**src/include/cpm_pkg.sv**
```systemverilog
/* constants of the clock and power-mode block: offsets, fields, resets.
   assumes one aligned 32-bit word per register. */
package cpm_pkg;
    localparam int unsigned CPM_CLK_HZ = 20_000_000;

    // register byte addresses
    localparam logic [7:0] CPM_CLK_CTRL0_OFS  = 8'h00;
    localparam logic [7:0] CPM_CLK_CTRL1_OFS  = 8'h04;
    localparam logic [7:0] CPM_DIVIDER_OFS    = 8'h08;
    localparam logic [7:0] CPM_PROC_MODE1_OFS = 8'h0c;
    localparam logic [7:0] CPM_PROTECT_OFS    = 8'h10;
    localparam logic [7:0] CPM_POWER_CMD_OFS  = 8'h14;
    localparam logic [7:0] CPM_STATUS_OFS     = 8'h18;

    // clock_control_reg_0 fields
    localparam int CPM_C0_PCLK_STOP_WAIT = 2;
    localparam int CPM_C0_SUB_DRIVE_HIGH = 3;
    localparam int CPM_C0_SUB_OSC_EN     = 4;
    localparam int CPM_C0_MAIN_STOP      = 5;
    localparam int CPM_C0_SUB_CPU_SEL    = 7;
    localparam logic [7:0] CPM_C0_RESET  = 8'h08;
    // clock_control_reg_1 fields
    localparam int CPM_C1_ALL_STOP       = 0;
    localparam logic [7:0] CPM_C1_RESET  = 8'h00;
    // main_divider_reg
    localparam int CPM_DIV_W             = 5;
    localparam logic [4:0] CPM_DIV_RESET = 5'h08;
    // processor_mode_reg_1
    localparam int CPM_PM1_WAIT_STATE    = 2;
    localparam logic [7:0] CPM_PM1_RESET = 8'h00;
    // protection register
    localparam int CPM_PROT_UNLOCK2      = 2;
    // power command register
    localparam int CPM_CMD_WAIT          = 0;
    localparam int CPM_CMD_WAKE          = 1;
    // status fields
    localparam int CPM_ST_SUB_READY      = 0;
    localparam int CPM_ST_WAIT           = 1;
    localparam int CPM_ST_STOP           = 2;
    localparam int CPM_ST_PCLK_RUN       = 3;
    localparam int CPM_ST_QUEUE_LO       = 4;
    localparam int CPM_ST_SUB_SELECTED   = 7;

    // instructions prefetched into the queue on wait/stop entry
    localparam int unsigned CPM_QUEUE_DEPTH = 4;

    localparam logic [1:0] CPM_RESP_OKAY   = 2'b00;
    localparam logic [1:0] CPM_RESP_SLVERR = 2'b10;

    typedef enum logic [1:0] {
        CPM_RUN,
        CPM_QUEUE,
        CPM_WAIT,
        CPM_STOP
    } cpm_mode_e;
endpackage : cpm_pkg

```
**src/verilog/cpm_clock_power_ctrl.sv**
```systemverilog
/* clock and power-mode control: registers, protection, wait/stop and
   peripheral clock gate. assumes stability flags and a fetch strobe. */
// The implementer's own choices: the address map and the AXI4-Lite register port.
`timescale 1ns/1ps
// What the document requires
// (RULE_01) Software starts sub oscillator: select off, drive high, enable, drive low.
// (RULE_02) After start-up completes, sub clock may be CPU clock or timer source.
// (RULE_03) Software changes the main divider only with no wait state selected.
// (RULE_04) Software never stops main clock while external clock drives the CPU.
// (RULE_05) External main clock source keeps running while it is the CPU clock.
// (RULE_06) Before wait with peripheral stop, divided CPU clock is at most 10 MHz.
// (RULE_07) Wait entry prefetches four queued instructions then halts; software pads nops.
// (RULE_08) Software executes wait only while the non-maskable interrupt pin is high.
// (RULE_09) Stop mode is refused while the non-maskable interrupt pin is low.
// (RULE_10) Reset leaving stop is held until the main oscillator is stable; this block has no such hold, stop ends on wake_irq.
// (RULE_11) Using the interrupt wake, software takes a dummy interrupt before stopping.
// (RULE_12) Stop entry queues instructions; queued one runs on exit before handler.
// (RULE_13) Peripheral-stop-in-wait halts peripheral clock in wait; div32 keeps running.
// (RULE_14) From low-speed mode software leaves peripheral-stop-in-wait cleared.
// (RULE_15) Unlock bit clears itself on the next write to any register address.
// (RULE_16) Software writes the protected register right after setting the unlock bit.
// (RULE_17) Software waits for a stable clock before switching the CPU clock to it.
// (RULE_18) For fast CPU clocks, feed at most 24 MHz and multiply with the PLL.
module cpm_clock_power_ctrl
    import cpm_pkg::*;
#(
    parameter int QUEUE_DEPTH = CPM_QUEUE_DEPTH
) (
    input  wire logic                 aclk,
    input  wire logic                 aresetn,
    input  wire logic                 clk_en,
    input  wire logic [7:0]           s_axi_awaddr,
    input  wire logic                 s_axi_awvalid,
    output logic                      s_axi_awready,
    input  wire logic [31:0]          s_axi_wdata,
    input  wire logic [3:0]           s_axi_wstrb,
    input  wire logic                 s_axi_wvalid,
    output logic                      s_axi_wready,
    output logic [1:0]                s_axi_bresp,
    output logic                      s_axi_bvalid,
    input  wire logic                 s_axi_bready,
    input  wire logic [7:0]           s_axi_araddr,
    input  wire logic                 s_axi_arvalid,
    output logic                      s_axi_arready,
    output logic [31:0]               s_axi_rdata,
    output logic [1:0]                s_axi_rresp,
    output logic                      s_axi_rvalid,
    input  wire logic                 s_axi_rready,
    input  wire logic                 nonmaskable_int_pin,
    input  wire logic                 sub_osc_stable,
    input  wire logic                 wake_irq,
    input  wire logic                 queue_fetch,
    output logic                      sub_osc_enable,
    output logic                      sub_osc_drive_high,
    output logic                      main_clock_stop,
    output logic                      cpu_clock_sub_sel,
    output logic                      timer_sub_source_ok,
    output logic [CPM_DIV_W-1:0]      main_clock_divider,
    output logic                      wait_state_select,
    output logic                      periph_clock_run,
    output logic                      sub_clock_div32_run,
    output logic                      cpu_halt,
    output logic                      run_queued
);
    import cpm_pkg::*;

    logic        wr_stb, wr_err, rd_err;
    logic [7:0]  wr_addr, rd_addr;
    logic [31:0] wr_data, rd_data;
    logic [3:0]  wr_strb;

    cpm_axil_slave u_bus (
        .aclk          (aclk),
        .aresetn       (aresetn),
        .clk_en        (clk_en),
        .s_axi_awaddr  (s_axi_awaddr),
        .s_axi_awvalid (s_axi_awvalid),
        .s_axi_awready (s_axi_awready),
        .s_axi_wdata   (s_axi_wdata),
        .s_axi_wstrb   (s_axi_wstrb),
        .s_axi_wvalid  (s_axi_wvalid),
        .s_axi_wready  (s_axi_wready),
        .s_axi_bresp   (s_axi_bresp),
        .s_axi_bvalid  (s_axi_bvalid),
        .s_axi_bready  (s_axi_bready),
        .s_axi_araddr  (s_axi_araddr),
        .s_axi_arvalid (s_axi_arvalid),
        .s_axi_arready (s_axi_arready),
        .s_axi_rdata   (s_axi_rdata),
        .s_axi_rresp   (s_axi_rresp),
        .s_axi_rvalid  (s_axi_rvalid),
        .s_axi_rready  (s_axi_rready),
        .wr_stb        (wr_stb),
        .wr_addr       (wr_addr),
        .wr_data       (wr_data),
        .wr_strb       (wr_strb),
        .wr_err        (wr_err),
        .rd_addr       (rd_addr),
        .rd_data       (rd_data),
        .rd_err        (rd_err)
    );

    logic [7:0]           clock_control_reg_0, next_ctrl0;
    logic [7:0]           clock_control_reg_1, next_ctrl1;
    logic [CPM_DIV_W-1:0] main_divider_reg, next_div;
    logic [7:0]           processor_mode_reg_1, next_pm1;
    logic                 protect_unlock_2, next_unlock;
    logic                 sub_ready, next_sub_ready;
    cpm_mode_e            mode, next_mode;
    cpm_mode_e            queue_target, next_queue_target;
    logic [2:0]           queue_cnt, next_queue_cnt;
    logic                 next_halt, next_run_queued, next_pclk_run;
    logic                 wr0, wr1, wr_div, wr_pm1, wr_prot, wr_cmd;
    logic                 stop_req, wait_req;

    assign wr0    = wr_stb & wr_strb[0] & (wr_addr == CPM_CLK_CTRL0_OFS);
    assign wr1    = wr_stb & wr_strb[0] & (wr_addr == CPM_CLK_CTRL1_OFS);
    assign wr_div = wr_stb & wr_strb[0] & (wr_addr == CPM_DIVIDER_OFS);
    assign wr_pm1 = wr_stb & wr_strb[0] & (wr_addr == CPM_PROC_MODE1_OFS);
    assign wr_prot = wr_stb & wr_strb[0] & (wr_addr == CPM_PROTECT_OFS);
    assign wr_cmd = wr_stb & wr_strb[0] & (wr_addr == CPM_POWER_CMD_OFS);
    assign wr_err = ~(wr_addr inside {CPM_CLK_CTRL0_OFS, CPM_CLK_CTRL1_OFS,
                      CPM_DIVIDER_OFS, CPM_PROC_MODE1_OFS, CPM_PROTECT_OFS,
                      CPM_POWER_CMD_OFS, CPM_STATUS_OFS});

    // stop needs the interrupt pin high [RULE_09]
    assign stop_req = wr1 & protect_unlock_2 & wr_data[CPM_C1_ALL_STOP]
                      & nonmaskable_int_pin;
    assign wait_req = wr_cmd & wr_data[CPM_CMD_WAIT];

    always_comb begin
        next_ctrl0  = clock_control_reg_0;
        next_ctrl1  = clock_control_reg_1;
        next_div    = main_divider_reg;
        next_pm1    = processor_mode_reg_1;
        next_unlock = protect_unlock_2;
        // any register write ends the unlock window [RULE_15]
        if (wr_stb)
            next_unlock = 1'b0;
        if (wr_prot)
            next_unlock = wr_data[CPM_PROT_UNLOCK2];
        if (wr0 & protect_unlock_2)
            next_ctrl0 = wr_data[7:0];
        // sub clock as CPU clock only once start-up is done [RULE_02]
        if (wr0 & protect_unlock_2 & ~sub_ready)
            next_ctrl0[CPM_C0_SUB_CPU_SEL] = 1'b0;
        if (wr1 & protect_unlock_2)
            next_ctrl1 = wr_data[7:0] & ~8'h01;
        // divider frozen while a wait state is inserted
        if (wr_div & ~processor_mode_reg_1[CPM_PM1_WAIT_STATE])
            next_div = wr_data[CPM_DIV_W-1:0];
        if (wr_pm1)
            next_pm1 = wr_data[7:0];
        // oscillator loss drops readiness; enable, stable and drive low together set it
        next_sub_ready = clock_control_reg_0[CPM_C0_SUB_OSC_EN]
                         & sub_osc_stable
                         & ~clock_control_reg_0[CPM_C0_SUB_DRIVE_HIGH];
    end

    always_comb begin
        next_mode         = mode;
        next_queue_target = queue_target;
        next_queue_cnt    = queue_cnt;
        next_run_queued   = 1'b0;
        unique case (mode)
            CPM_RUN: begin
                if (stop_req | wait_req) begin
                    next_mode         = CPM_QUEUE;
                    next_queue_target = stop_req ? CPM_STOP : CPM_WAIT;
                    next_queue_cnt    = 3'd0;
                end
            end
            CPM_QUEUE: begin
                // fill the queue before halting [RULE_07] [RULE_12]
                if (queue_fetch)
                    next_queue_cnt = queue_cnt + 3'd1;
                if (queue_fetch
                    && queue_cnt == 3'(QUEUE_DEPTH - 1))
                    next_mode = queue_target;
            end
            CPM_WAIT, CPM_STOP: begin
                // queued instruction runs before the wake handler [RULE_12]
                if (wake_irq) begin
                    next_mode       = CPM_RUN;
                    next_run_queued = 1'b1;
                end
            end
        endcase
        next_halt = (next_mode == CPM_WAIT) | (next_mode == CPM_STOP);
        // peripheral clock halts in wait only when asked [RULE_13]
        next_pclk_run = ~(next_mode == CPM_STOP)
            & ~((next_mode == CPM_WAIT)
                & clock_control_reg_0[CPM_C0_PCLK_STOP_WAIT]);
    end

    always_comb begin
        rd_err  = 1'b0;
        rd_data = 32'h0000_0000;
        unique case (rd_addr)
            CPM_CLK_CTRL0_OFS:  rd_data[7:0] = clock_control_reg_0;
            CPM_CLK_CTRL1_OFS:  rd_data[7:0] = clock_control_reg_1;
            CPM_DIVIDER_OFS:    rd_data[CPM_DIV_W-1:0] = main_divider_reg;
            CPM_PROC_MODE1_OFS: rd_data[7:0] = processor_mode_reg_1;
            CPM_PROTECT_OFS:    rd_data[CPM_PROT_UNLOCK2] = protect_unlock_2;
            CPM_POWER_CMD_OFS:  rd_data = 32'h0000_0000;
            CPM_STATUS_OFS: begin
                rd_data[CPM_ST_SUB_READY]    = sub_ready;
                rd_data[CPM_ST_WAIT]         = (mode == CPM_WAIT);
                rd_data[CPM_ST_STOP]         = (mode == CPM_STOP);
                rd_data[CPM_ST_PCLK_RUN]     = periph_clock_run;
                rd_data[CPM_ST_QUEUE_LO+2:CPM_ST_QUEUE_LO] = queue_cnt;
                rd_data[CPM_ST_SUB_SELECTED] = cpu_clock_sub_sel;
            end
            default: rd_err = 1'b1;
        endcase
    end

    always_ff @(posedge aclk) begin
        if (!aresetn) begin
            clock_control_reg_0  <= CPM_C0_RESET;
            clock_control_reg_1  <= CPM_C1_RESET;
            main_divider_reg     <= CPM_DIV_RESET;
            processor_mode_reg_1 <= CPM_PM1_RESET;
            protect_unlock_2     <= 1'b0;
            sub_ready            <= 1'b0;
            mode                 <= CPM_RUN;
            queue_target         <= CPM_WAIT;
            queue_cnt            <= 3'd0;
            cpu_halt             <= 1'b0;
            run_queued           <= 1'b0;
            periph_clock_run     <= 1'b1;
            sub_osc_enable       <= 1'b0;
            sub_osc_drive_high   <= 1'b1;
            main_clock_stop      <= 1'b0;
            cpu_clock_sub_sel    <= 1'b0;
            timer_sub_source_ok  <= 1'b0;
            main_clock_divider   <= CPM_DIV_RESET;
            wait_state_select    <= 1'b0;
            sub_clock_div32_run  <= 1'b0;
        end else if (clk_en) begin
            clock_control_reg_0  <= next_ctrl0;
            clock_control_reg_1  <= next_ctrl1;
            main_divider_reg     <= next_div;
            processor_mode_reg_1 <= next_pm1;
            protect_unlock_2     <= next_unlock;
            sub_ready            <= next_sub_ready;
            mode                 <= next_mode;
            queue_target         <= next_queue_target;
            queue_cnt            <= next_queue_cnt;
            cpu_halt             <= next_halt;
            run_queued           <= next_run_queued;
            periph_clock_run     <= next_pclk_run; // [RULE_13]
            sub_osc_enable       <= next_ctrl0[CPM_C0_SUB_OSC_EN];
            sub_osc_drive_high   <= next_ctrl0[CPM_C0_SUB_DRIVE_HIGH];
            main_clock_stop      <= next_ctrl0[CPM_C0_MAIN_STOP];
            cpu_clock_sub_sel    <= next_ctrl0[CPM_C0_SUB_CPU_SEL];
            timer_sub_source_ok  <= next_sub_ready; // [RULE_02]
            main_clock_divider   <= next_div;
            wait_state_select    <= next_pm1[CPM_PM1_WAIT_STATE];
            // div32 ignores the wait-mode peripheral gate [RULE_13]
            sub_clock_div32_run  <= next_sub_ready & (next_mode != CPM_STOP);
        end
    end
endmodule : cpm_clock_power_ctrl

```
**src/verilog/cpm_axil_slave.sv**
```systemverilog
/* AXI4-Lite front end: one read at a time, a new write can be taken in the strobe cycle before the last response, one-cycle
   write strobe. assumes read data combinational from rd_addr. */
`timescale 1ns/1ps
module cpm_axil_slave
    import cpm_pkg::*;
(
    input  wire logic        aclk,
    input  wire logic        aresetn,
    input  wire logic        clk_en,
    input  wire logic [7:0]  s_axi_awaddr,
    input  wire logic        s_axi_awvalid,
    output logic             s_axi_awready,
    input  wire logic [31:0] s_axi_wdata,
    input  wire logic [3:0]  s_axi_wstrb,
    input  wire logic        s_axi_wvalid,
    output logic             s_axi_wready,
    output logic [1:0]       s_axi_bresp,
    output logic             s_axi_bvalid,
    input  wire logic        s_axi_bready,
    input  wire logic [7:0]  s_axi_araddr,
    input  wire logic        s_axi_arvalid,
    output logic             s_axi_arready,
    output logic [31:0]      s_axi_rdata,
    output logic [1:0]       s_axi_rresp,
    output logic             s_axi_rvalid,
    input  wire logic        s_axi_rready,
    output logic             wr_stb,
    output logic [7:0]       wr_addr,
    output logic [31:0]      wr_data,
    output logic [3:0]       wr_strb,
    input  wire logic        wr_err,
    output logic [7:0]       rd_addr,
    input  wire logic [31:0] rd_data,
    input  wire logic        rd_err
);
    logic        aw_have, w_have, next_aw_have, next_w_have;
    logic        next_bvalid, next_rvalid;
    logic [1:0]  next_bresp, next_rresp;
    logic [31:0] next_rdata;
    logic [7:0]  next_wr_addr, next_rd_addr;
    logic [31:0] next_wr_data;
    logic [3:0]  next_wr_strb;
    logic        next_wr_stb, aw_take, w_take;
    logic        rd_pend, next_rd_pend;

    assign s_axi_awready = ~aw_have & ~s_axi_bvalid;
    assign s_axi_wready  = ~w_have & ~s_axi_bvalid;
    assign s_axi_arready = ~rd_pend & ~s_axi_rvalid;
    assign aw_take = s_axi_awvalid & s_axi_awready;
    assign w_take  = s_axi_wvalid & s_axi_wready;

    always_comb begin
        next_aw_have = aw_have | aw_take;
        next_w_have  = w_have | w_take;
        next_wr_addr = aw_take ? s_axi_awaddr : wr_addr;
        next_wr_data = w_take ? s_axi_wdata : wr_data;
        next_wr_strb = w_take ? s_axi_wstrb : wr_strb;
        next_wr_stb  = 1'b0;
        next_bvalid  = s_axi_bvalid & ~s_axi_bready;
        next_bresp   = s_axi_bresp;
        if (wr_stb) begin
            next_bvalid = 1'b1;
            next_bresp  = wr_err ? CPM_RESP_SLVERR : CPM_RESP_OKAY;
        end
        if (aw_have & w_have & ~wr_stb) begin
            next_wr_stb  = 1'b1;
            next_aw_have = 1'b0;
            next_w_have  = 1'b0;
        end
        next_rd_pend = rd_pend;
        next_rd_addr = rd_addr;
        next_rvalid  = s_axi_rvalid & ~s_axi_rready;
        next_rdata   = s_axi_rdata;
        next_rresp   = s_axi_rresp;
        if (s_axi_arvalid & s_axi_arready) begin
            next_rd_pend = 1'b1;
            next_rd_addr = s_axi_araddr;
        end
        if (rd_pend) begin
            next_rd_pend = 1'b0;
            next_rvalid  = 1'b1;
            next_rdata   = rd_data;
            next_rresp   = rd_err ? CPM_RESP_SLVERR : CPM_RESP_OKAY;
        end
    end

    always_ff @(posedge aclk) begin
        if (!aresetn) begin
            aw_have      <= 1'b0;
            w_have       <= 1'b0;
            wr_addr      <= 8'h00;
            wr_data      <= 32'h0000_0000;
            wr_strb      <= 4'h0;
            wr_stb       <= 1'b0;
            s_axi_bvalid <= 1'b0;
            s_axi_bresp  <= CPM_RESP_OKAY;
            rd_pend      <= 1'b0;
            rd_addr      <= 8'h00;
            s_axi_rvalid <= 1'b0;
            s_axi_rdata  <= 32'h0000_0000;
            s_axi_rresp  <= CPM_RESP_OKAY;
        end else if (clk_en) begin
            aw_have      <= next_aw_have;
            w_have       <= next_w_have;
            wr_addr      <= next_wr_addr;
            wr_data      <= next_wr_data;
            wr_strb      <= next_wr_strb;
            wr_stb       <= next_wr_stb;
            s_axi_bvalid <= next_bvalid;
            s_axi_bresp  <= next_bresp;
            rd_pend      <= next_rd_pend;
            rd_addr      <= next_rd_addr;
            s_axi_rvalid <= next_rvalid;
            s_axi_rdata  <= next_rdata;
            s_axi_rresp  <= next_rresp;
        end
    end
endmodule : cpm_axil_slave

```
**config.mk**
```make
export PLATFORM = sky130hd
export DESIGN_NAME = cpm_clock_power_ctrl
export DESIGN_NICKNAME = d
export VERILOG_FILES = /design/src/include/cpm_pkg.sv /design/src/verilog/cpm_clock_power_ctrl.sv /design/src/verilog/cpm_axil_slave.sv
export SDC_FILE = /design/constraint.sdc
export NUM_CORES = 1
export LEC_CHECK = 0
export BUFFER_PORTS_ARGS = -buffer_cell sky130_fd_sc_hd__buf_2
export CORE_ASPECT_RATIO = 1.5
export CORE_MARGIN = 2
export CORE_UTILIZATION = 40
export DETAILED_ROUTE_END_ITERATION = 10
export GPL_TIMING_DRIVEN = 0
export PLACE_DENSITY_LB_ADDON = 0.1
export SKIP_CTS_REPAIR_TIMING = 1
export SLEW_MARGIN = 20
export SYNTH_ARGS = -nofsm -noshare
export SYNTH_HDL_FRONTEND = slang
export SYNTH_SLANG_ARGS = --single-unit
export TNS_END_PERCENT = 30
```
**constraint.sdc**
```tcl
create_clock -name aclk -period 4.5 [get_ports aclk]
set_clock_uncertainty 0.05 [all_clocks]
set_input_delay 0.675 -clock aclk [delete_from_list [all_inputs] [get_ports aclk]]
set_output_delay 0.675 -clock aclk [all_outputs]
set_load 0.005 [all_outputs]
```
# Yosys cells after proc, flatten, opt, wreduce, memory -nomap -nowiden
# Cells that the tools add are included.
# word_totals
reg_bits,88
latchBits,0
mem_bits_rw,0
romBits,0
input_bits,64
output_inout_bits,56
word_cells,148
mem_count,0
# classes
add_sub_neg,1
mul,0
div,0
order_cmp,0
eq_ne,21
shifts,0
n_mux,27
bitwise_logic,46
n_reduce_logical,21
# op_table
op,n
$eq 8x5->1 const B,6
$eq 8x4->1 const B,4
$and 1x1->1,29
$pmux 2 s5,2
$reduce_and 2->1,10
$eq 8x3->1 const B,2
$logic_not 8->1,2
$mux 1,13
$not 1->1,13
$pmux 3 s4,1
$mux 2,5
$eq 2x2->1 const B,4
$mux 8,1
$reduce_bool 7->1,1
$reduce_or 7->1,1
$mux 3,2
$ne 2x2->1 const B,3
$pmux 1 s6,1
$pmux 2 s3,1
$pmux 3 s2,1
$or 1x1->1,4
$reduce_and 4->1,1
$reduce_bool 2->1,2
$add 3x1->3 const B,1
6 further kinds,6

# Depth between registers and ports, before layout
# Gate-level depths: netlist (run 1).
# depth
depth_word,12
depth_mapped,6
ltp_nobuf,6

# Cells and area by module
# From an unflattened synthesis (run 1), not the netlist that was laid out.
# hier_totals
cells_unflattened,667
hier_area_um2,6022.0
# modules_own_cells
module,instances,cells_each,area_per_inst_um2,seq_area_each_um2
cpm_axil_slave,1,415,3853.7,1841.8
cpm_clock_power_ctrl,1,252,2168.3,800.8

# Worst setup path after synthesis (run 1)
# No wires, ideal clock.
# synth_timing
path_type,in2reg
start,in clk_en
end,reg processor_mode_reg_1[0]
setup_time_ns,0.116
arrival_ns,1.980
required_time_ns,4.334
slack_ns,2.354
cell_stages,4
n_path_buf,0
path_cell_list,or4b_4 -> nor4_4 -> mux2i_1 -> nor2b_1
# synth_between
elab_chain_len,1
# synth_rtl
element,line_no,text
from (decl),cpm_clock_power_ctrl.sv:31,"input wire logic clk_en,"
$reduce_and 2->1 (no line),--,
to (signal assigned),cpm_clock_power_ctrl.sv:244,processor_mode_reg_1 <= next_pm1;
to (decl),cpm_clock_power_ctrl.sv:106,"logic [7:0] processor_mode_reg_1, next_pm1;"
# No other way between the ends.
# A chain may end at the register's enable or synchronous reset.

# Final worst setup path (run 1)
# layout_timing
start,in clk_en
end,reg clock_control_reg_1[2]
# layout_between
elab_chain_len,1
# layout_rtl
element,line_no,text
$reduce_and 2->1 (no line),--,
to (signal assigned),cpm_clock_power_ctrl.sv:242,clock_control_reg_1 <= next_ctrl1;
to (decl),cpm_clock_power_ctrl.sv:104,"logic [7:0] clock_control_reg_1, next_ctrl1;"
# No other way between the ends.

==> out/metrics.csv, run 1 <==
metric,value,unit
area_growth_syn_to_layout,21.4,%
grt_overflow,0,
drt-initial-drc-count,201,
cp_top_family,simple AND/OR/NAND/NOR gates,
final_cell_mix,"81 x dfxtp_1, 66 x buf_2, 59 x nand2_1",
cts_htree_levels,3,
cts_buffer_depth,2,
fin_crit,2.28,ns
synth_cell_types,47,
core,9690,um^2
r2r_setup_slack,2.32,ns
synth_edf_count,0,
worst_ep_required_time,4.67,ns
place_area,4530,um^2
grt_pass1_wl,17.7,mm
worstSetupEndpointType,register,
dr.pass1.iters,4,
drive_above_1_share,0.216,
tightest_slew,0.977,ns
cp-startpoint,clk_en,
slowest_delay,0.75,ns
start_kind,primary input,
worstPathArrival,2.46,ns
yosys.area.top_type,dfxtp_1,
ir_worst_vdd,232,uV
pre_cts_slack,1.90,ns
dieArea,10700,um^2
path_class,in -> reg,
final.setup.worst_slack,2.22,ns
fillers,986,
yosysWarnings,0,
cts_tree,done,
clk_latency,0.33,ns
die_w,85.3,um
p_switching,0.000400,W
timing.rr.start,u_bus.wr_addr[0]$_SDFFE_PN0P_,
max_cap_violations,0,
power_frac_seq,0.467,
post-route-period-util,0.508,
finalMaxSlewViolations,0,
post-route-drc-count,0,
relSlewSlack,0.347,
die_y,126,um
via_per_inst,5.23,
antenna_left,0,
synth_seq_area_share,0.409,
finalSetupViolCount,0,
nNetsFinal,621,
syn-cell-area,3960,um^2
dp_hpwl,8.38,mm
antenna_found_initial,0,
ff_latch_area,1620,um^2
synth_ff_type,dfxtp_1,
swShare,0.249,
numCtsBuffers,9,
final_common_cell,dfxtp_1,
cp_slowest_cell,nor4_4,
insertedDiodeCount,0,
critPathMaxFanout,8,
multi_input_area,2110,um^2
internal-power,0.00121,W
drt-total-wl,10.9,mm
cp-endpoint,clock_control_reg_1[2]$_SDFFE_PN0P_,
p_leak,1.85,nW
p_comb_frac,0.105,
tns,0,ns
cts_sinks,81,
syn-instance-count,454,
grt_setup_unrepaired,no,
power_density,334,nW/um^2
hold_class,reg -> reg,
io_buffers,65,
crit_cells,5,
synth_area_leaders,"dfxtp_1 41%, a21boi_0 7.2%, mux2i_1 6.6%",
path_cells,buf_2 > or4b_4 > nor4_4 > mux2i_1 > nor2b_1,
synth_seq_cells,81,
root_buffer,clkbuf_16,
stdcell_area,4810,um^2
async_flop_share,0,
clkTransAtPathRegs,0.06,ns
wl_per_cell,16.2,um
r2r_cells,4,
max_freq,438,MHz
grt_usage,0.211,
hold_viol,0,
status,"complete, no violations",
avgSynthCellArea,8.73,um^2
clock_power_share,0.428,
synth_top_area_share,0.409,
grt_max_degree,14,
start_util,0.409,
via_count,3527,
num_rows,44,
io_pins,120,
place_congestion,0.899,
grt_pass1_vias,3453,
path_buf_inv,1,
r2r_end,clock_control_reg_1[2]$_SDFFE_PN0P_,
synthesized netlist by cell type, types with 2 or more instances:
library cell  count
a22o_1            5
nand3_1          30
mux2_2            4
nand4_1           5
or3_1             2
nor4b_1           2
o21ai_0          25
a21oi_1           9
nor2b_1          34
and2_1            5
a41oi_1           2
a31oi_1           8
or4b_2            2
nand2_1          59
inv_1             7
nor2_1           10
nand3b_1          2
nor4_1            2
buf_4            26
xnor2_1           2
and3_1            3
or2_2             2
o211ai_1          4
nor4_4            2
clkbuf_1         26
mux2i_1          26
ha_1              2
nor4bb_1          2
a21boi_0         38
dfxtp_1          81
a32oi_1           6
nor3_1            4
a32o_1            3
metal layers:
| layer | track usage | wire [um] | up-vias |
|---|---|---|---|
| met4 | 0.0962 | 362 | 0 |
| met3 | 0.0321 | 648 | 23 |
| li1 | - | - | 1767 |
| met5 | 0 | 0 | - |
| met2 | 0.359 | 5610 | 136 |
| met1 | 0.259 | 4320 | 1601 |
cell type report:
class / count / area share
Multi-Input combinational cell: 338 / 0.439
Sequential cell: 81 / 0.337
Timing Repair Buffer: 65 / 0.0676
Buffer: 53 / 0.0619
Clock buffer: 12 / 0.0533
Tap cell: 115 / 0.0299
Clock inverter: 4 / 0.00572
Inverter: 7 / 0.00546
power groups by stage:
stage	sequential [W]	combinational [W]	clock (W)
6_report	0.000751	0.000169	0.000687
5_1_grt	0.000753	0.000188	0.000735
4_1_cts	0.000750	0.000169	0.000704
3_5_place_dp	0.000766	0.000169	0
3_3_place_gp	0.000766	0.000166	0
2_1_floorplan	0.000761	0.000113	0
through the flow:
stage | total power (W) | utilization | hold slack, ns | cells
global route | 0.00168 | 0.497 | 0.441 | 675
CTS | 0.00162 | 0.497 | 0.407 | 675
finish | 0.00161 | 0.497 | 0.403 | 675
global placement | 0.000932 | 0.467 | 0.381 | 659
detailed placement | 0.000935 | 0.467 | 0.393 | 659
floorplan | 0.000874 | - | 0.388 | 479
worst min path at each step:
stage | startpoint | end | slack (ns) | depth (start not counted)
after floorplan | u_bus.rd_addr[6]$_SDFFE_PN0P_ | u_bus.rd_addr[6]$_SDFFE_PN0P_ | 0.39 | 2
after global placement | cpu_halt$_SDFFE_PN0P_ | cpu_halt$_SDFFE_PN0P_ | 0.38 | 1
after detailed placement | cpu_halt$_SDFFE_PN0P_ | cpu_halt$_SDFFE_PN0P_ | 0.39 | 1
after CTS | cpu_halt$_SDFFE_PN0P_ | cpu_halt$_SDFFE_PN0P_ | 0.41 | 1
after global routing | cpu_halt$_SDFFE_PN0P_ | cpu_halt$_SDFFE_PN0P_ | 0.44 | 1
final | cpu_halt$_SDFFE_PN0P_ | cpu_halt$_SDFFE_PN0P_ | 0.40 | 1
worst reg2reg max path, cell delays in order, from the launching register on:
cell and delay [ns]:
dfxtp_1 0.33, or4b_4 0.60, nor4_4 0.75, mux2i_1 0.29, nor2b_1 0.06
kinds of logic after synthesis:
kind of cell,Yosys count,synth area share
buffers and inverters,60,0.0818
and+or+nand+nor,174,0.241
other,1,0.000946
muxes,30,0.0770
xor gates and xnor gates,2,0.00442
adders and majority gates,2,0.00631
DFF,81,0.409
AOI/OAI and AO/OA,104,0.180
No activity file was read; power rests on OpenSTA's default activity.
==> inputs of run 2 (changes only) <==
==> constraint.sdc (replaced) <==
create_clock -name aclk -period 2.2 [get_ports aclk]
set_clock_uncertainty 0.05 [all_clocks]
set_input_delay 0.33 -clock aclk [delete_from_list [all_inputs] [get_ports aclk]]
set_output_delay 0.33 -clock aclk [all_outputs]
set_load 0.005 [all_outputs]
==> run 2 against run 1 <==
  * Cell count unchanged
  * Largest power group unchanged
  * Die area unchanged
  * Non-clock buffer count stayed put
  * Largest cell class unchanged
  * Utilization rose by 0.090 points
  * Setup slack lost 2.2 ns
==> out/metrics.csv, run 2 (same netlist as run 1, synthesis figures left out) <==
metric,value,unit,change
drt-total-wl,11.0,mm,+0.21%
ir_worst_vdd,474,uV,+100%
cts_sinks,81,,unchanged
root_buffer,clkbuf_16,,
die_y,126,um,unchanged
drive_above_1_share,0.221,,+0.00536
post-route-period-util,0.993,,
cts_htree_levels,3,,unchanged
area_growth_syn_to_layout,21.6,%,
grt_overflow,0,,unchanged
cts_tree,done,,
drt-initial-drc-count,204,,+1.5%
num_rows,44,,unchanged
final_cell_mix,"79 x dfxtp_1, 66 x buf_2, 59 x nand2_1",,
worst_ep_required_time,2.38,ns,-2.29 ns
fin_crit,2.18,ns,
core,9690,um^2,unchanged
hold_viol,0,,unchanged
dieArea,10700,um^2,unchanged
p_leak,1.85,nW,about the same
antenna_found_initial,0,,unchanged
power_density,683,nW/um^2,+100%
post-route-drc-count,0,,unchanged
ff_latch_area,1620,um^2,+0.15%
max_cap_violations,0,,unchanged
via_count,3517,,-0.28%
via_per_inst,5.21,,-0.28%
max_freq,458,MHz,
final_util,0.497,,+0.000904
io_pins,120,,unchanged
insertedDiodeCount,0,,unchanged
hold_class,in -> reg,,
clk_latency,0.33,ns,about the same
dr.pass1.iters,4,,unchanged
relSlewSlack,0.354,,+0.00641
path_class,reg -> reg,,
tightest_slew,0.967,ns,-0.00959 ns
clkTransAtPathRegs,0.06,ns,about the same
grt_max_degree,14,,unchanged
numCtsBuffers,9,,unchanged
grt_usage,0.211,,unchanged
die_w,85.3,um,unchanged
io_buffers,65,,unchanged
wl_per_cell,16.2,um,+0.21%
status,"complete, no violations",,
slowest_delay,0.76,ns,about the same
finalSetupViolCount,0,,unchanged
path_cells,or4b_4 > nor4_4 > mux2i_1 > nor2b_1,,
multi_input_area,2120,um^2,+0.30%
worstPathArrival,2.36,ns,-0.10 ns
grt_pass1_vias,3453,,unchanged
start_kind,register,,
cp_slowest_cell,nor4_4,,
grt_pass1_wl,17.7,mm,unchanged
grt_setup_unrepaired,yes,,
nNetsFinal,621,,unchanged
antenna_left,0,,unchanged
worstSetupEndpointType,register,,
fillers,984,,-0.20%
place_congestion,0.899,,unchanged
cts_buffer_depth,2,,unchanged
critPathMaxFanout,8,,unchanged
tns,0,ns,unchanged
finalMaxSlewViolations,0,,unchanged
start_util,0.409,,unchanged
dp_hpwl,8.38,mm,unchanged
final_common_cell,dfxtp_1,,
[run 2: critical path: cells and delay by family, from the launching register on]
family | cells | cell delay [ns]
and+or+nand+nor | 3 | 1.41
DFF | 1 | 0.33
muxes | 1 | 0.29
[run 2: final timing paths]
| kind | endpoint | from | cells past startpoint | slack (ns) |
|---|---|---|---|---|
| min | u_bus.rd_addr[5]$_SDFFE_PN0P_ | s_axi_araddr[5] | 3 | 0.19 |
| max reg2reg | clock_control_reg_1[2]$_SDFFE_PN0P_ | u_bus.wr_addr[1]$_SDFFE_PN0P_ | 4 | 0.02 |
| max | clock_control_reg_1[2]$_SDFFE_PN0P_ | u_bus.wr_addr[1]$_SDFFE_PN0P_ | 4 | 0.02 |
| min reg2reg | cpu_halt$_SDFFE_PN0P_ | cpu_halt$_SDFFE_PN0P_ | 1 | 0.40 |
[run 2: report_power, final]
group / switching [W] / total [W] / internal [W]
clock: 0.000584 / 0.00141 / 0.000824
sequential: 0.0000341 / 0.00154 / 0.00150
combinational: 0.000201 / 0.000346 / 0.000145
[run 2: layout make-up]
type,count,share of cell area
Multi-Input combinational cell,338,0.440
Sequential cell,81,0.337
Timing Repair Buffer,65,0.0675
Buffer,53,0.0618
Clock buffer,12,0.0532
Tap cell,115,0.0299
Clock inverter,4,0.00571
Inverter,7,0.00545
[run 2: per-stage QoR]
step	cells	total power (W)	area, um^2	worst slack, ns	hold slack, ns
finish	675	0.00329	4820	0.0154	0.190
global route	675	0.00343	4820	-0.0800	0.198
CTS	675	0.00332	4810	0.0307	0.180
detailed placement	659	0.00191	4530	-0.0565	0.393
global placement	659	0.00191	4530	-0.0502	0.381
floorplan	479	0.00179	4060	0.298	0.388
[run 2: layer usage]
layer  wire length, um  global-route usage
met4               362              0.0962
met3               578              0.0321
met2              5590               0.359
met1              4430               0.259
met5                 0                   0
==> inputs of run 3 (changes only) <==
--- a/config.mk
+++ b/config.mk
@@ -12,6 +12,7 @@
 export DETAILED_ROUTE_END_ITERATION = 10
 export GPL_TIMING_DRIVEN = 0
 export PLACE_DENSITY_LB_ADDON = 0.1
+export RECOVER_POWER = 100
 export SKIP_CTS_REPAIR_TIMING = 1
 export SLEW_MARGIN = 20
 export SYNTH_ARGS = -nofsm -noshare
==> run 3 against run 2 <==
  * Sequential power hardly changed
  * Cell count stayed put
  * Combinational power hardly changed
  * Routed wire length is 0.45% lower
  * Sequential cell count stayed put
  * Worst hold slack hardly changed
  * Non-clock buffer count stayed put
  * Critical path type unchanged
==> out/metrics.csv, run 3 (same netlist as run 1, synthesis figures left out) <==
metric,value,unit,change
status,"complete, no violations",,
hold_class,in -> reg,,
num_rows,44,,unchanged
cp-startpoint,u_bus.wr_addr[1]$_SDFFE_PN0P_,,
r2r_cells,4,,unchanged
worst_ep_required_time,2.37,ns,about the same
max_cap_violations,0,,unchanged
io_buffers,65,,unchanged
via_per_inst,5.23,,+0.45%
worstSetupEndpointType,register,,
final_cells,675,,unchanged
dr.pass1.iters,4,,unchanged
clkTransAtPathRegs,0.06,ns,about the same
final_cell_mix,"79 x dfxtp_1, 59 x nand2_1, 55 x buf_2",,
worstPathArrival,2.37,ns,about the same
fin_crit,2.19,ns,+0.00858 ns
core,9690,um^2,unchanged
wl_per_cell,16.2,um,-0.45%
cts_buffer_depth,2,,unchanged
antenna_found_initial,0,,unchanged
grt_pass1_wl,17.7,mm,unchanged
stdcell_area,4810,um^2,-0.29%
grt_setup_unrepaired,yes,,
grt_pass1_vias,3453,,unchanged
post-route-period-util,0.997,,+0.00390
die_y,126,um,unchanged
grt_max_degree,14,,unchanged
whs,0.190,ns,+0.000365 ns
tightest_slew,0.969,ns,+0.00183 ns
clk_latency,0.33,ns,about the same
path_class,reg -> reg,,
grt_usage,0.211,,unchanged
timing.rr.start,u_bus.wr_addr[1]$_SDFFE_PN0P_,,
p_leak,1.81,nW,-2.4%
ir_worst_vdd,473,uV,-0.16%
antenna_left,0,,unchanged
drive_above_1_share,0.202,,-0.0196
drt-initial-drc-count,172,,-16%
cts_tree,done,,
power_density,684,nW/um^2,+0.24%
cp-endpoint,clock_control_reg_1[2]$_SDFFE_PN0P_,,
drt-total-wl,10.9,mm,-0.45%
via_count,3533,,+0.45%
root_buffer,clkbuf_16,,
r2r_end,clock_control_reg_1[2]$_SDFFE_PN0P_,,
grt_overflow,0,,unchanged
critPathMaxFanout,8,,unchanged
tns,0,ns,unchanged
max_freq,456,MHz,-0.39%
nNetsFinal,621,,unchanged
start_kind,register,,
numPlacedInstances,659,,unchanged
finalSetupViolCount,0,,unchanged
final_common_cell,dfxtp_1,,
hold_viol,0,,unchanged
relSlewSlack,0.352,,-0.00122
place_area,4530,um^2,unchanged
io_pins,120,,unchanged
dp_hpwl,8.38,mm,unchanged
numCtsBuffers,9,,unchanged
start_util,0.409,,unchanged
finalMaxSlewViolations,0,,unchanged
cts_sinks,81,,unchanged
r2r_setup_slack,0.007,ns,about the same
area_growth_syn_to_layout,21.2,%,
insertedDiodeCount,0,,unchanged
cts_htree_levels,3,,unchanged
post-route-drc-count,0,,unchanged
place_congestion,0.899,,unchanged
die_w,85.3,um,unchanged
dieArea,10700,um^2,unchanged
-- run 3: where the power goes --
| part | internal [W] | switching (W) | leakage, nW |
|---|---|---|---|
| logic | 0.000144 | 0.000201 | 1.02 |
| registers | 0.00150 | 0.0000341 | 0.658 |
| clock network | 0.000824 | 0.000583 | 0.131 |
| total | 0.00247 | 0.000819 | 1.81 |
-- run 3: how the worst min path moves through the flow --
stage / end / slack (ns) / from / depth (start not counted)
global route: u_bus.rd_addr[2]$_SDFFE_PN0P_ / 0.20 / s_axi_araddr[2] / 3
finish: u_bus.rd_addr[5]$_SDFFE_PN0P_ / 0.19 / s_axi_araddr[5] / 3
detailed placement: cpu_halt$_SDFFE_PN0P_ / 0.39 / cpu_halt$_SDFFE_PN0P_ / 1
CTS: u_bus.rd_addr[4]$_SDFFE_PN0P_ / 0.18 / s_axi_araddr[4] / 3
global placement: cpu_halt$_SDFFE_PN0P_ / 0.38 / cpu_halt$_SDFFE_PN0P_ / 1
floorplan: u_bus.rd_addr[6]$_SDFFE_PN0P_ / 0.39 / u_bus.rd_addr[6]$_SDFFE_PN0P_ / 2
-- run 3: through the flow --
step                setup slack, ns   util  power, W
global route                -0.0800  0.496   0.00343
floorplan                     0.298      -   0.00179
finish                      0.00685  0.496   0.00329
detailed placement          -0.0565  0.467   0.00191
global placement            -0.0502  0.467   0.00191
CTS                          0.0307  0.497   0.00332
-- run 3: worst max-delay path, cell delays in order (launching register included) --
cell and delay, ns:
dfxtp_2 0.33, or4b_4 0.59, nor4_4 0.77, mux2i_1 0.29
nor2b_1 0.06
-- run 3: layer usage --
metal  vias to the layer above  routed length [um]  track usage
met5                         -                   0            0
met4                         0                 393       0.0962
met3                        24                 594       0.0321
met2                       130                5550        0.359
met1                      1614                4380        0.259
li1                       1765                   -            -
-- run 3: area by class of cell --
cell class                 count  area (um^2)
clock inverter                 4         27.5
buffer                        53          298
clock buffer                  12          256
multi-input combinational    338         2120
timing repair buffer          65          312
sequential                    81         1620
tap                          115          144
inverter                       7         26.3
fill                         984         4880
